## src/hw/ctrl_bank_pkg.sv

```systemverilog
// Package with control register offsets, bit positions and reset values
package ctrl_bank_pkg;
    localparam int ADDR_W = 12;
    localparam int DATA_W = 8;
    localparam logic [11:0] ID_OFFSET = 12'h000;
    localparam logic [11:0] RX_HDR_DROP_OFFSET = 12'h007;
    localparam logic [11:0] LOOP_FILLER_ALARM_OFFSET = 12'h008;
    localparam logic [11:0] SCRAMBLER_TEST_OFFSET = 12'h009;
    localparam logic [11:0] LOOP_RDI_OFFSET = 12'h00a;
    localparam logic [11:0] FRAME_FORMAT_OFFSET = 12'h00b;
    localparam logic [7:0] CTRL_RESET = 8'h00;
    localparam logic [7:0] CR1_IMPL_MASK = 8'h7f;
    // Register 1 bits
    localparam int HDR_CORR_OFF_BIT = 0;
    localparam int HEC_GEN_OFF_BIT = 1;
    localparam int TERM_LOOP_BIT = 2;
    localparam int FAC_LOOP_BIT = 3;
    localparam int KEEP_MULTI_ERR_BIT = 4;
    localparam int KEEP_IDLE_BIT = 5;
    localparam int KEEP_UNASSIGNED_BIT = 6;
    // Register 2 bits
    localparam int CLOCK_LOOP_BIT = 0;
    localparam int FILLER_UNASSIGNED_BIT = 1;
    localparam int OH_PROGRAM_BIT = 2;
    localparam int ALT_FORMAT_BIT = 3;
    localparam int FORCE_LINE_AIS_BIT = 4;
    localparam int FORCE_LINE_FERF_BIT = 5;
    localparam int FORCE_PATH_FERF_BIT = 6;
    localparam int SOAK_ENABLE_BIT = 7;
    // Register 3 bits
    localparam int FORCE_PATH_AIS_BIT = 0;
    localparam int RX_FRAME_DESCR_OFF_BIT = 1;
    localparam int RX_CELL_DESCR_OFF_BIT = 2;
    localparam int TX_FRAME_SCR_OFF_BIT = 3;
    localparam int TX_CELL_SCR_OFF_BIT = 4;
    localparam int SHORT_FRAME_TEST_BIT = 5;
    localparam int COUNTER_TEST_BIT = 6;
    localparam int RAM_TEST_BIT = 7;
    // Register 4 bits
    localparam int CELL_LOOP_TEST_BIT = 0;
    localparam int FORCE_RDI_01_BIT = 1;
    localparam int FORCE_RDI_10_BIT = 2;
    localparam int FORCE_RDI_11_BIT = 3;
    // Register 5 bits
    localparam int SDH_FRAMES_BIT = 0;
endpackage

```

## src/hw/ctrl_bank.sv

```systemverilog
// Control register bank of the line interface framer
`timescale 1ns/100ps
module ctrl_bank
    import ctrl_bank_pkg::*;
(
    input wire logic clk,
    input wire logic rst,
    input wire logic reset_n,
    input wire logic clk_en,
    input wire logic [ADDR_W-1:0] addr,
    input wire logic [DATA_W-1:0] wr_data,
    input wire logic wr_en,
    input wire logic rd_en,
    output logic [DATA_W-1:0] rd_data,
    output logic rd_hit,
    input wire logic terminal_loop_pin,
    input wire logic overhead_program_pin,
    output logic hdr_correct_disable,
    output logic hec_gen_disable,
    output logic terminal_loop_enable,
    output logic facility_loop_output,
    output logic keep_multi_error_cells,
    output logic keep_idle_cells,
    output logic keep_unassigned_cells,
    output logic clock_loop_output,
    output logic filler_unassigned,
    output logic overhead_program_mode,
    output logic alt_data_format,
    output logic force_line_ais,
    output logic force_line_ferf,
    output logic force_path_ferf,
    output logic cell_alignment_loss_soak_enable,
    output logic force_path_ais,
    output logic rx_frame_descramble_bypass,
    output logic rx_cell_descramble_bypass,
    output logic tx_frame_scramble_bypass,
    output logic tx_cell_scramble_bypass,
    output logic short_frame_test,
    output logic counter_test,
    output logic ram_access_test,
    output logic cell_loop_test,
    output logic [1:0] force_path_rdi_code,
    output logic sdh_frames
);

    // ------------------------------------------------------------
    // State
    // ------------------------------------------------------------
    typedef struct packed {
        logic [7:0] cr1;
        logic [7:0] cr2;
        logic [7:0] cr3;
        logic [7:0] cr4;
        logic [7:0] cr5;
        logic [7:0] rdata;
        logic hit;
    } bank_s;

    bank_s state_reg;
    bank_s state_next;

    // ------------------------------------------------------------
    // Register views
    // ------------------------------------------------------------
    logic [7:0] cr1_q;
    logic [7:0] cr2_q;
    logic [7:0] cr3_q;
    logic [7:0] cr4_q;
    logic [7:0] cr5_q;

    assign cr1_q = state_reg.cr1;
    assign cr2_q = state_reg.cr2;
    assign cr3_q = state_reg.cr3;
    assign cr4_q = state_reg.cr4;
    assign cr5_q = state_reg.cr5;

    // ------------------------------------------------------------
    // Address decode
    // ------------------------------------------------------------
    logic sel_id;
    logic sel_cr1;
    logic sel_cr2;
    logic sel_cr3;
    logic sel_cr4;
    logic sel_cr5;
    logic sel_bank;

    assign sel_id = (addr == ID_OFFSET);
    assign sel_cr1 = (addr == RX_HDR_DROP_OFFSET);
    assign sel_cr2 = (addr == LOOP_FILLER_ALARM_OFFSET);
    assign sel_cr3 = (addr == SCRAMBLER_TEST_OFFSET);
    assign sel_cr4 = (addr == LOOP_RDI_OFFSET);
    assign sel_cr5 = (addr == FRAME_FORMAT_OFFSET);
    assign sel_bank = sel_cr1 | sel_cr2 | sel_cr3 | sel_cr4 | sel_cr5;

    // ------------------------------------------------------------
    // Write strobes
    // ------------------------------------------------------------
    logic wr_id;
    logic wr_cr1;
    logic wr_cr2;
    logic wr_cr3;
    logic wr_cr4;
    logic wr_cr5;

    assign wr_id = wr_en & sel_id;
    assign wr_cr1 = wr_en & sel_cr1;
    assign wr_cr2 = wr_en & sel_cr2;
    assign wr_cr3 = wr_en & sel_cr3;
    assign wr_cr4 = wr_en & sel_cr4;
    assign wr_cr5 = wr_en & sel_cr5;

    // ------------------------------------------------------------
    // Clear sources
    // ------------------------------------------------------------
    logic hw_clear;
    logic sw_clear;
    logic clear_all;

    assign hw_clear = ~reset_n;
    assign sw_clear = wr_id;
    assign clear_all = hw_clear | sw_clear;

    // ------------------------------------------------------------
    // Write data per register
    // ------------------------------------------------------------
    logic [7:0] cr1_wdata;
    logic [7:0] cr2_wdata;
    logic [7:0] cr3_wdata;
    logic [7:0] cr4_wdata;
    logic [7:0] cr5_wdata;

    assign cr1_wdata = wr_data & CR1_IMPL_MASK;
    assign cr2_wdata = wr_data;
    assign cr3_wdata = wr_data;
    assign cr4_wdata = wr_data;
    assign cr5_wdata = wr_data;

    // ------------------------------------------------------------
    // Read mux
    // ------------------------------------------------------------
    logic [7:0] rd_cr1;
    logic [7:0] rd_cr2;
    logic [7:0] rd_cr3;
    logic [7:0] rd_cr4;
    logic [7:0] rd_cr5;
    logic [7:0] rd_mux;
    logic rd_valid;

    assign rd_cr1 = {8{sel_cr1}} & cr1_q & CR1_IMPL_MASK;
    assign rd_cr2 = {8{sel_cr2}} & cr2_q;
    assign rd_cr3 = {8{sel_cr3}} & cr3_q;
    assign rd_cr4 = {8{sel_cr4}} & cr4_q;
    assign rd_cr5 = {8{sel_cr5}} & cr5_q;
    assign rd_mux = rd_cr1 | rd_cr2 | rd_cr3 | rd_cr4 | rd_cr5;
    assign rd_valid = rd_en & sel_bank;

    // ------------------------------------------------------------
    // Next state
    // ------------------------------------------------------------
    always_comb begin
        state_next = state_reg;
        state_next.hit = 1'b0;
        if (clear_all) begin
            state_next.cr1 = CTRL_RESET;
            state_next.cr2 = CTRL_RESET;
            state_next.cr3 = CTRL_RESET;
            state_next.cr4 = CTRL_RESET;
            state_next.cr5 = CTRL_RESET;
        end else begin
            if (wr_cr1) begin
                state_next.cr1 = cr1_wdata;
            end
            if (wr_cr2) begin
                state_next.cr2 = cr2_wdata;
            end
            if (wr_cr3) begin
                state_next.cr3 = cr3_wdata;
            end
            if (wr_cr4) begin
                state_next.cr4 = cr4_wdata;
            end
            if (wr_cr5) begin
                state_next.cr5 = cr5_wdata;
            end
        end
        if (rd_en) begin
            state_next.rdata = rd_mux;
            state_next.hit = rd_valid;
        end
    end

    // ------------------------------------------------------------
    // Registers
    // ------------------------------------------------------------
    always_ff @(posedge clk or posedge rst) begin
        if (rst) begin
            state_reg <= '0;
        end else if (clk_en) begin
            state_reg <= state_next;
        end
    end

    // ------------------------------------------------------------
    // Read port
    // ------------------------------------------------------------
    assign rd_data = state_reg.rdata;
    assign rd_hit = state_reg.hit;

    // ------------------------------------------------------------
    // Register 1 controls
    // ------------------------------------------------------------
    logic hdr_corr_off;
    logic hec_gen_off;
    logic term_loop_set;
    logic fac_loop_set;
    logic keep_multi_set;
    logic keep_idle_set;
    logic keep_unassigned_set;
    logic term_loop_merged;

    assign hdr_corr_off = cr1_q[HDR_CORR_OFF_BIT];
    assign hec_gen_off = cr1_q[HEC_GEN_OFF_BIT];
    assign term_loop_set = cr1_q[TERM_LOOP_BIT];
    assign fac_loop_set = cr1_q[FAC_LOOP_BIT];
    assign keep_multi_set = cr1_q[KEEP_MULTI_ERR_BIT];
    assign keep_idle_set = cr1_q[KEEP_IDLE_BIT];
    assign keep_unassigned_set = cr1_q[KEEP_UNASSIGNED_BIT];
    assign term_loop_merged = term_loop_set | terminal_loop_pin;

    assign hdr_correct_disable = hdr_corr_off;
    assign hec_gen_disable = hec_gen_off;
    assign terminal_loop_enable = term_loop_merged;
    assign facility_loop_output = fac_loop_set;
    assign keep_multi_error_cells = keep_multi_set;
    assign keep_idle_cells = keep_idle_set;
    assign keep_unassigned_cells = keep_unassigned_set;

    // ------------------------------------------------------------
    // Register 2 controls
    // ------------------------------------------------------------
    logic clock_loop_set;
    logic filler_unassigned_set;
    logic oh_program_set;
    logic alt_format_set;
    logic line_ais_set;
    logic line_ferf_set;
    logic path_ferf_set;
    logic soak_set;
    logic oh_program_merged;

    assign clock_loop_set = cr2_q[CLOCK_LOOP_BIT];
    assign filler_unassigned_set = cr2_q[FILLER_UNASSIGNED_BIT];
    assign oh_program_set = cr2_q[OH_PROGRAM_BIT];
    assign alt_format_set = cr2_q[ALT_FORMAT_BIT];
    assign line_ais_set = cr2_q[FORCE_LINE_AIS_BIT];
    assign line_ferf_set = cr2_q[FORCE_LINE_FERF_BIT];
    assign path_ferf_set = cr2_q[FORCE_PATH_FERF_BIT];
    assign soak_set = cr2_q[SOAK_ENABLE_BIT];
    assign oh_program_merged = oh_program_set | overhead_program_pin;

    assign clock_loop_output = clock_loop_set;
    assign filler_unassigned = filler_unassigned_set;
    assign overhead_program_mode = oh_program_merged;
    assign alt_data_format = alt_format_set;
    assign force_line_ais = line_ais_set;
    assign force_line_ferf = line_ferf_set;
    assign force_path_ferf = path_ferf_set;
    assign cell_alignment_loss_soak_enable = soak_set;

    // ------------------------------------------------------------
    // Register 3 controls
    // ------------------------------------------------------------
    logic path_ais_set;
    logic rx_frame_descr_off;
    logic rx_cell_descr_off;
    logic tx_frame_scr_off;
    logic tx_cell_scr_off;
    logic short_frame_set;
    logic counter_test_set;
    logic ram_test_set;

    assign path_ais_set = cr3_q[FORCE_PATH_AIS_BIT];
    assign rx_frame_descr_off = cr3_q[RX_FRAME_DESCR_OFF_BIT];
    assign rx_cell_descr_off = cr3_q[RX_CELL_DESCR_OFF_BIT];
    assign tx_frame_scr_off = cr3_q[TX_FRAME_SCR_OFF_BIT];
    assign tx_cell_scr_off = cr3_q[TX_CELL_SCR_OFF_BIT];
    assign short_frame_set = cr3_q[SHORT_FRAME_TEST_BIT];
    assign counter_test_set = cr3_q[COUNTER_TEST_BIT];
    assign ram_test_set = cr3_q[RAM_TEST_BIT];

    assign force_path_ais = path_ais_set;
    assign rx_frame_descramble_bypass = rx_frame_descr_off;
    assign rx_cell_descramble_bypass = rx_cell_descr_off;
    assign tx_frame_scramble_bypass = tx_frame_scr_off;
    assign tx_cell_scramble_bypass = tx_cell_scr_off;
    assign short_frame_test = short_frame_set;
    assign counter_test = counter_test_set;
    assign ram_access_test = ram_test_set;

    // ------------------------------------------------------------
    // Register 4 controls
    // ------------------------------------------------------------
    logic cell_loop_set;
    logic rdi_01_set;
    logic rdi_10_set;
    logic rdi_11_set;

    assign cell_loop_set = cr4_q[CELL_LOOP_TEST_BIT];
    assign rdi_01_set = cr4_q[FORCE_RDI_01_BIT];
    assign rdi_10_set = cr4_q[FORCE_RDI_10_BIT];
    assign rdi_11_set = cr4_q[FORCE_RDI_11_BIT];

    assign cell_loop_test = cell_loop_set;
    // Code 01, 10, or 11 from the three force bits, ORed
    assign force_path_rdi_code[0] = rdi_01_set | rdi_11_set;
    assign force_path_rdi_code[1] = rdi_10_set | rdi_11_set;

    // ------------------------------------------------------------
    // Register 5 controls
    // ------------------------------------------------------------
    logic sdh_set;

    assign sdh_set = cr5_q[SDH_FRAMES_BIT];
    assign sdh_frames = sdh_set;

endmodule

```

## config.mk

```make
export PLATFORM = sky130hd
export DESIGN_NAME = ctrl_bank
export DESIGN_NICKNAME = d
export VERILOG_FILES = /design/src/hw/ctrl_bank_pkg.sv /design/src/hw/ctrl_bank.sv
export SDC_FILE = /design/constraint.sdc
export NUM_CORES = 1
export LEC_CHECK = 0
export BUFFER_PORTS_ARGS = -buffer_cell sky130_fd_sc_hd__buf_2
export CORE_UTILIZATION = 30
export DETAILED_ROUTE_END_ITERATION = 7
export PLACE_DENSITY = 0.61
export SYNTH_ARGS = -nofsm -noshare
export SYNTH_HDL_FRONTEND = slang
export SYNTH_SLANG_ARGS = --single-unit
```

## constraint.sdc

```tcl
create_clock -name clk -period 2 [get_ports clk]
set_input_delay 0.4 -clock clk [delete_from_list [all_inputs] [get_ports clk]]
set_output_delay 0.4 -clock clk [all_outputs]
set_load 0.1 [all_outputs]
```

==> run summary <==
Total Die Area: 8578 um2
Max-cap violations: 0
Clock buffer depth: 2
CTS tree: built
Sink Count: 48
Worst Max-Slew Pin Slew: 491.0 ps
Max Clock Freq: 572.2 MHz
Slew Limit Fails: 0
Post-synth EDFFs: 0
Pwr Total: 1.866 mW
Mapped Cells: 233
Htree depth: 2
Async set or reset register ratio after synthesis: 100.0%
Starting DRC count in detailed routing: 159
Vias: 2221
Rows: 32
Worst setup path class: primary input to flip-flop
FILL cells: 816
DP HPWL: 5349 um
Peak supply drop: 0.2512 mV
Port Buf Inserts: 63
Final setup vio count: 0
Die Height: 92.62 um
Unrepaired setup endpoints after global routing: no
Critical Path End Type: flip-flop
# DRC: 0
#FFs+latches synth: 48
CTS Hold Bufs: 0
Total GRT Usage: 18.00%
Wirelength per Cell: 17.40 um
Vias per cell: 5.352
Initial Util: 31.39%
CTS clock-pin slew for the worst setup and hold paths: 90 ps
Drt total wl: 7221 um
Ant diodes: 0
Layout Cells excl Fill: 415
Startpoint Class: primary input
Postcts setup bufs: 0
Vias in the first global route: 2172
Ratio of cells with drive above 1 in the final layout: 38.02%
Main synth FF type: dfrtp_1
TritonRoute pass-1 iters: 4
Final nets: 340
Clock root cell: clkbuf_8
Gpl congestion: 0.7987
Gr ovfl total: 0
Num CTS Buffers: 5
Clock skew: 8.199 ps
PwrDens: 589.8 nW/um2
P&R area growth vs syn: 28.44%
Ys Warns: 0
Data arrival, critical path: 1930 ps
Crit Path Max Fanout: 8
Clock Latency Late Sink: 300 ps
Placed Instances: 407
Leak: 1.536 nW
Routed Antenna Nets: 0
CP delay by family, top: simple AND/OR/NAND/NOR gates
FF/Latch Area: 1201 um2
Sequential share of the synthesized area: 48.76%
Avg Cell Area, Syn: 10.57 um2
Crit share post-route: 87.38%
I/O Pins: 64
Net Count, Synth: 261
Count of final hold-check violations: 0
Crit path max-delay cell type: or4_4
Resized cells post-CTS: 0
Footprint of the multi-input gates: 1172 um2
WP data required: 2190 ps
Library cells used by synthesis: 41
Largest net degree at the start of global routing: 49
Initial antenna violation count: 0
CP cell instances: buf_2 -> or4_4 -> nor2_1 -> nand3_1 -> a32o_1
First-pass GRT wire length: 11930 um
Hold Crit Class: primary input to async pin
Status: complete, no violations
Die X: 92.62 um
Critical path buffer and inverter count: 1
Headroom to the max-slew limit: 67.49%
Syn Std Cell Area: 2464 um2
Core area: 7848 um2
Final Critical Period: 1748 ps
Slowest cell delay on critical path: 560 ps
## per-stage QoR
stage | hold WS (ps) | setup WS, ps | utilization, % | TNS [ps] | instance area (um2)
after global routing | 146.3 | 109.8 | 40.32 | 0 | 3164
after floorplan | 467.3 | 177.0 | - | 0 | 2464
after detailed placement | 463.2 | -68.09 | 38.95 | -747.4 | 3057
after global placement | 462.1 | -14.73 | 38.95 | -142.9 | 3057
after CTS | 136.8 | 244.8 | 40.32 | 0 | 3164
final | 116.4 | 252.3 | 40.32 | 0 | 3164
## cell families (layout without fill, tap and decap cells)
logic type,after synthesis,in the layout,share of synthesized area [%]
AO/OA/AOI/OAI,76,76,22.45
flip-flops,48,48,48.76
buffers and inverters,23,103,3.657
multiplexers,8,8,5.434
AND/OR/NAND/NOR,78,78,19.71
## layout by cell type, fill, tap and decap left out, types with 2 or more instances in the layout
cell type and instances:
a21oi_1 13, a22o_1 8, a22oi_1 3, a2bb2oi_1 6, a32o_1 9, a32o_2 8
and3_1 3, buf_12 3, buf_2 63, buf_4 19, clkbuf_8 5, dfrtp_1 48
inv_1 9, mux2_2 3, mux4_2 4, nand2_1 25, nand2b_1 3, nand3_1 8
nand4b_1 2, nor2_1 3, nor2b_1 11, nor3_1 2, nor3b_1 3, nor4_1 2
nor4_4 2, o21ai_0 24, or2_2 4, or4_4 2
## synthesized netlist by cell type, drive strengths merged, types with 3 or more instances
library cell | count | area, um2
a2bb2oi | 6 | 52.55
a22o | 8 | 70.07
o21ai | 24 | 120.1
dfrtp | 48 | 1201
mux4 | 4 | 90.09
nor4 | 4 | 55.05
nand3 | 8 | 40.04
nor2 | 3 | 11.26
nand2b | 3 | 18.77
clkbuf | 7 | 26.28
nor3b | 4 | 41.29
nand2 | 25 | 93.84
buf | 6 | 26.27
a21oi | 13 | 65.06
or2 | 4 | 25.02
mux2 | 3 | 33.78
a22oi | 3 | 22.52
a32o | 17 | 180.2
inv | 10 | 37.54
and3 | 3 | 18.77
nor2b | 11 | 68.82
## power by group
| part | total [mW] | switching (mW) | internal [mW] |
|---|---|---|---|
| Combinational | 0.195 | 0.132 | 0.0635 |
| Clock | 0.701 | 0.329 | 0.372 |
| Sequential | 0.971 | 0.000570 | 0.970 |
| Total | 1.87 | 0.461 | 1.41 |
## path summary, 6_finish.rpt
check | startpoint | endpoint | slack [ps] | cells after the start
min in group clk | wr_data[7] | cr2_q[7] | 390 | 2
setup / recovery | addr[5] | cr3_q[4] | 250 | 5
hold / removal | rst | cr1_q[1] | 120 | 3
hold reg to reg | rd_data[0] | rd_data[0] | 490 | 2
setup reg to reg | cr4_q[3] | rd_data[3] | 650 | 4
max in group asynchronous | rst | cr5_q[4] | 1650 | 3
## layer usage
| metal | track usage [%] | vias to the layer above | share of wire, % |
|---|---|---|---|
| li1 | - | 1033 | - |
| met1 | 25.86 | 1091 | 46 |
| met2 | 28.58 | 90 | 47 |
| met3 | 2.791 | 7 | 6.0 |
| met4 | 3.974 | 0 | 0.64 |
| met5 | 0 | - | 0 |
## cell type report
cell class | count | area share, %
inverters | 10 | 1.186
well taps | 102 | 4.033
clock buffers | 6 | 2.293
flip-flops and latches | 48 | 37.96
repair buffers | 85 | 16.37
clock inverters | 2 | 1.107
multi-input cells | 162 | 37.05
## sequential cells by signal, indices dropped and copies added (netlist names)
name	flops
rd_hit	1
cr2_q	8
cr5_q	8
rd_data	8
cr4_q	8
cr1_q	7
cr3_q	8
## tightest hold or removal path, stage by stage
cell and delay [ps]:
buf_2 100, inv_2 60, buf_12 240
Note: power is estimated with default switching activity, not from simulation.
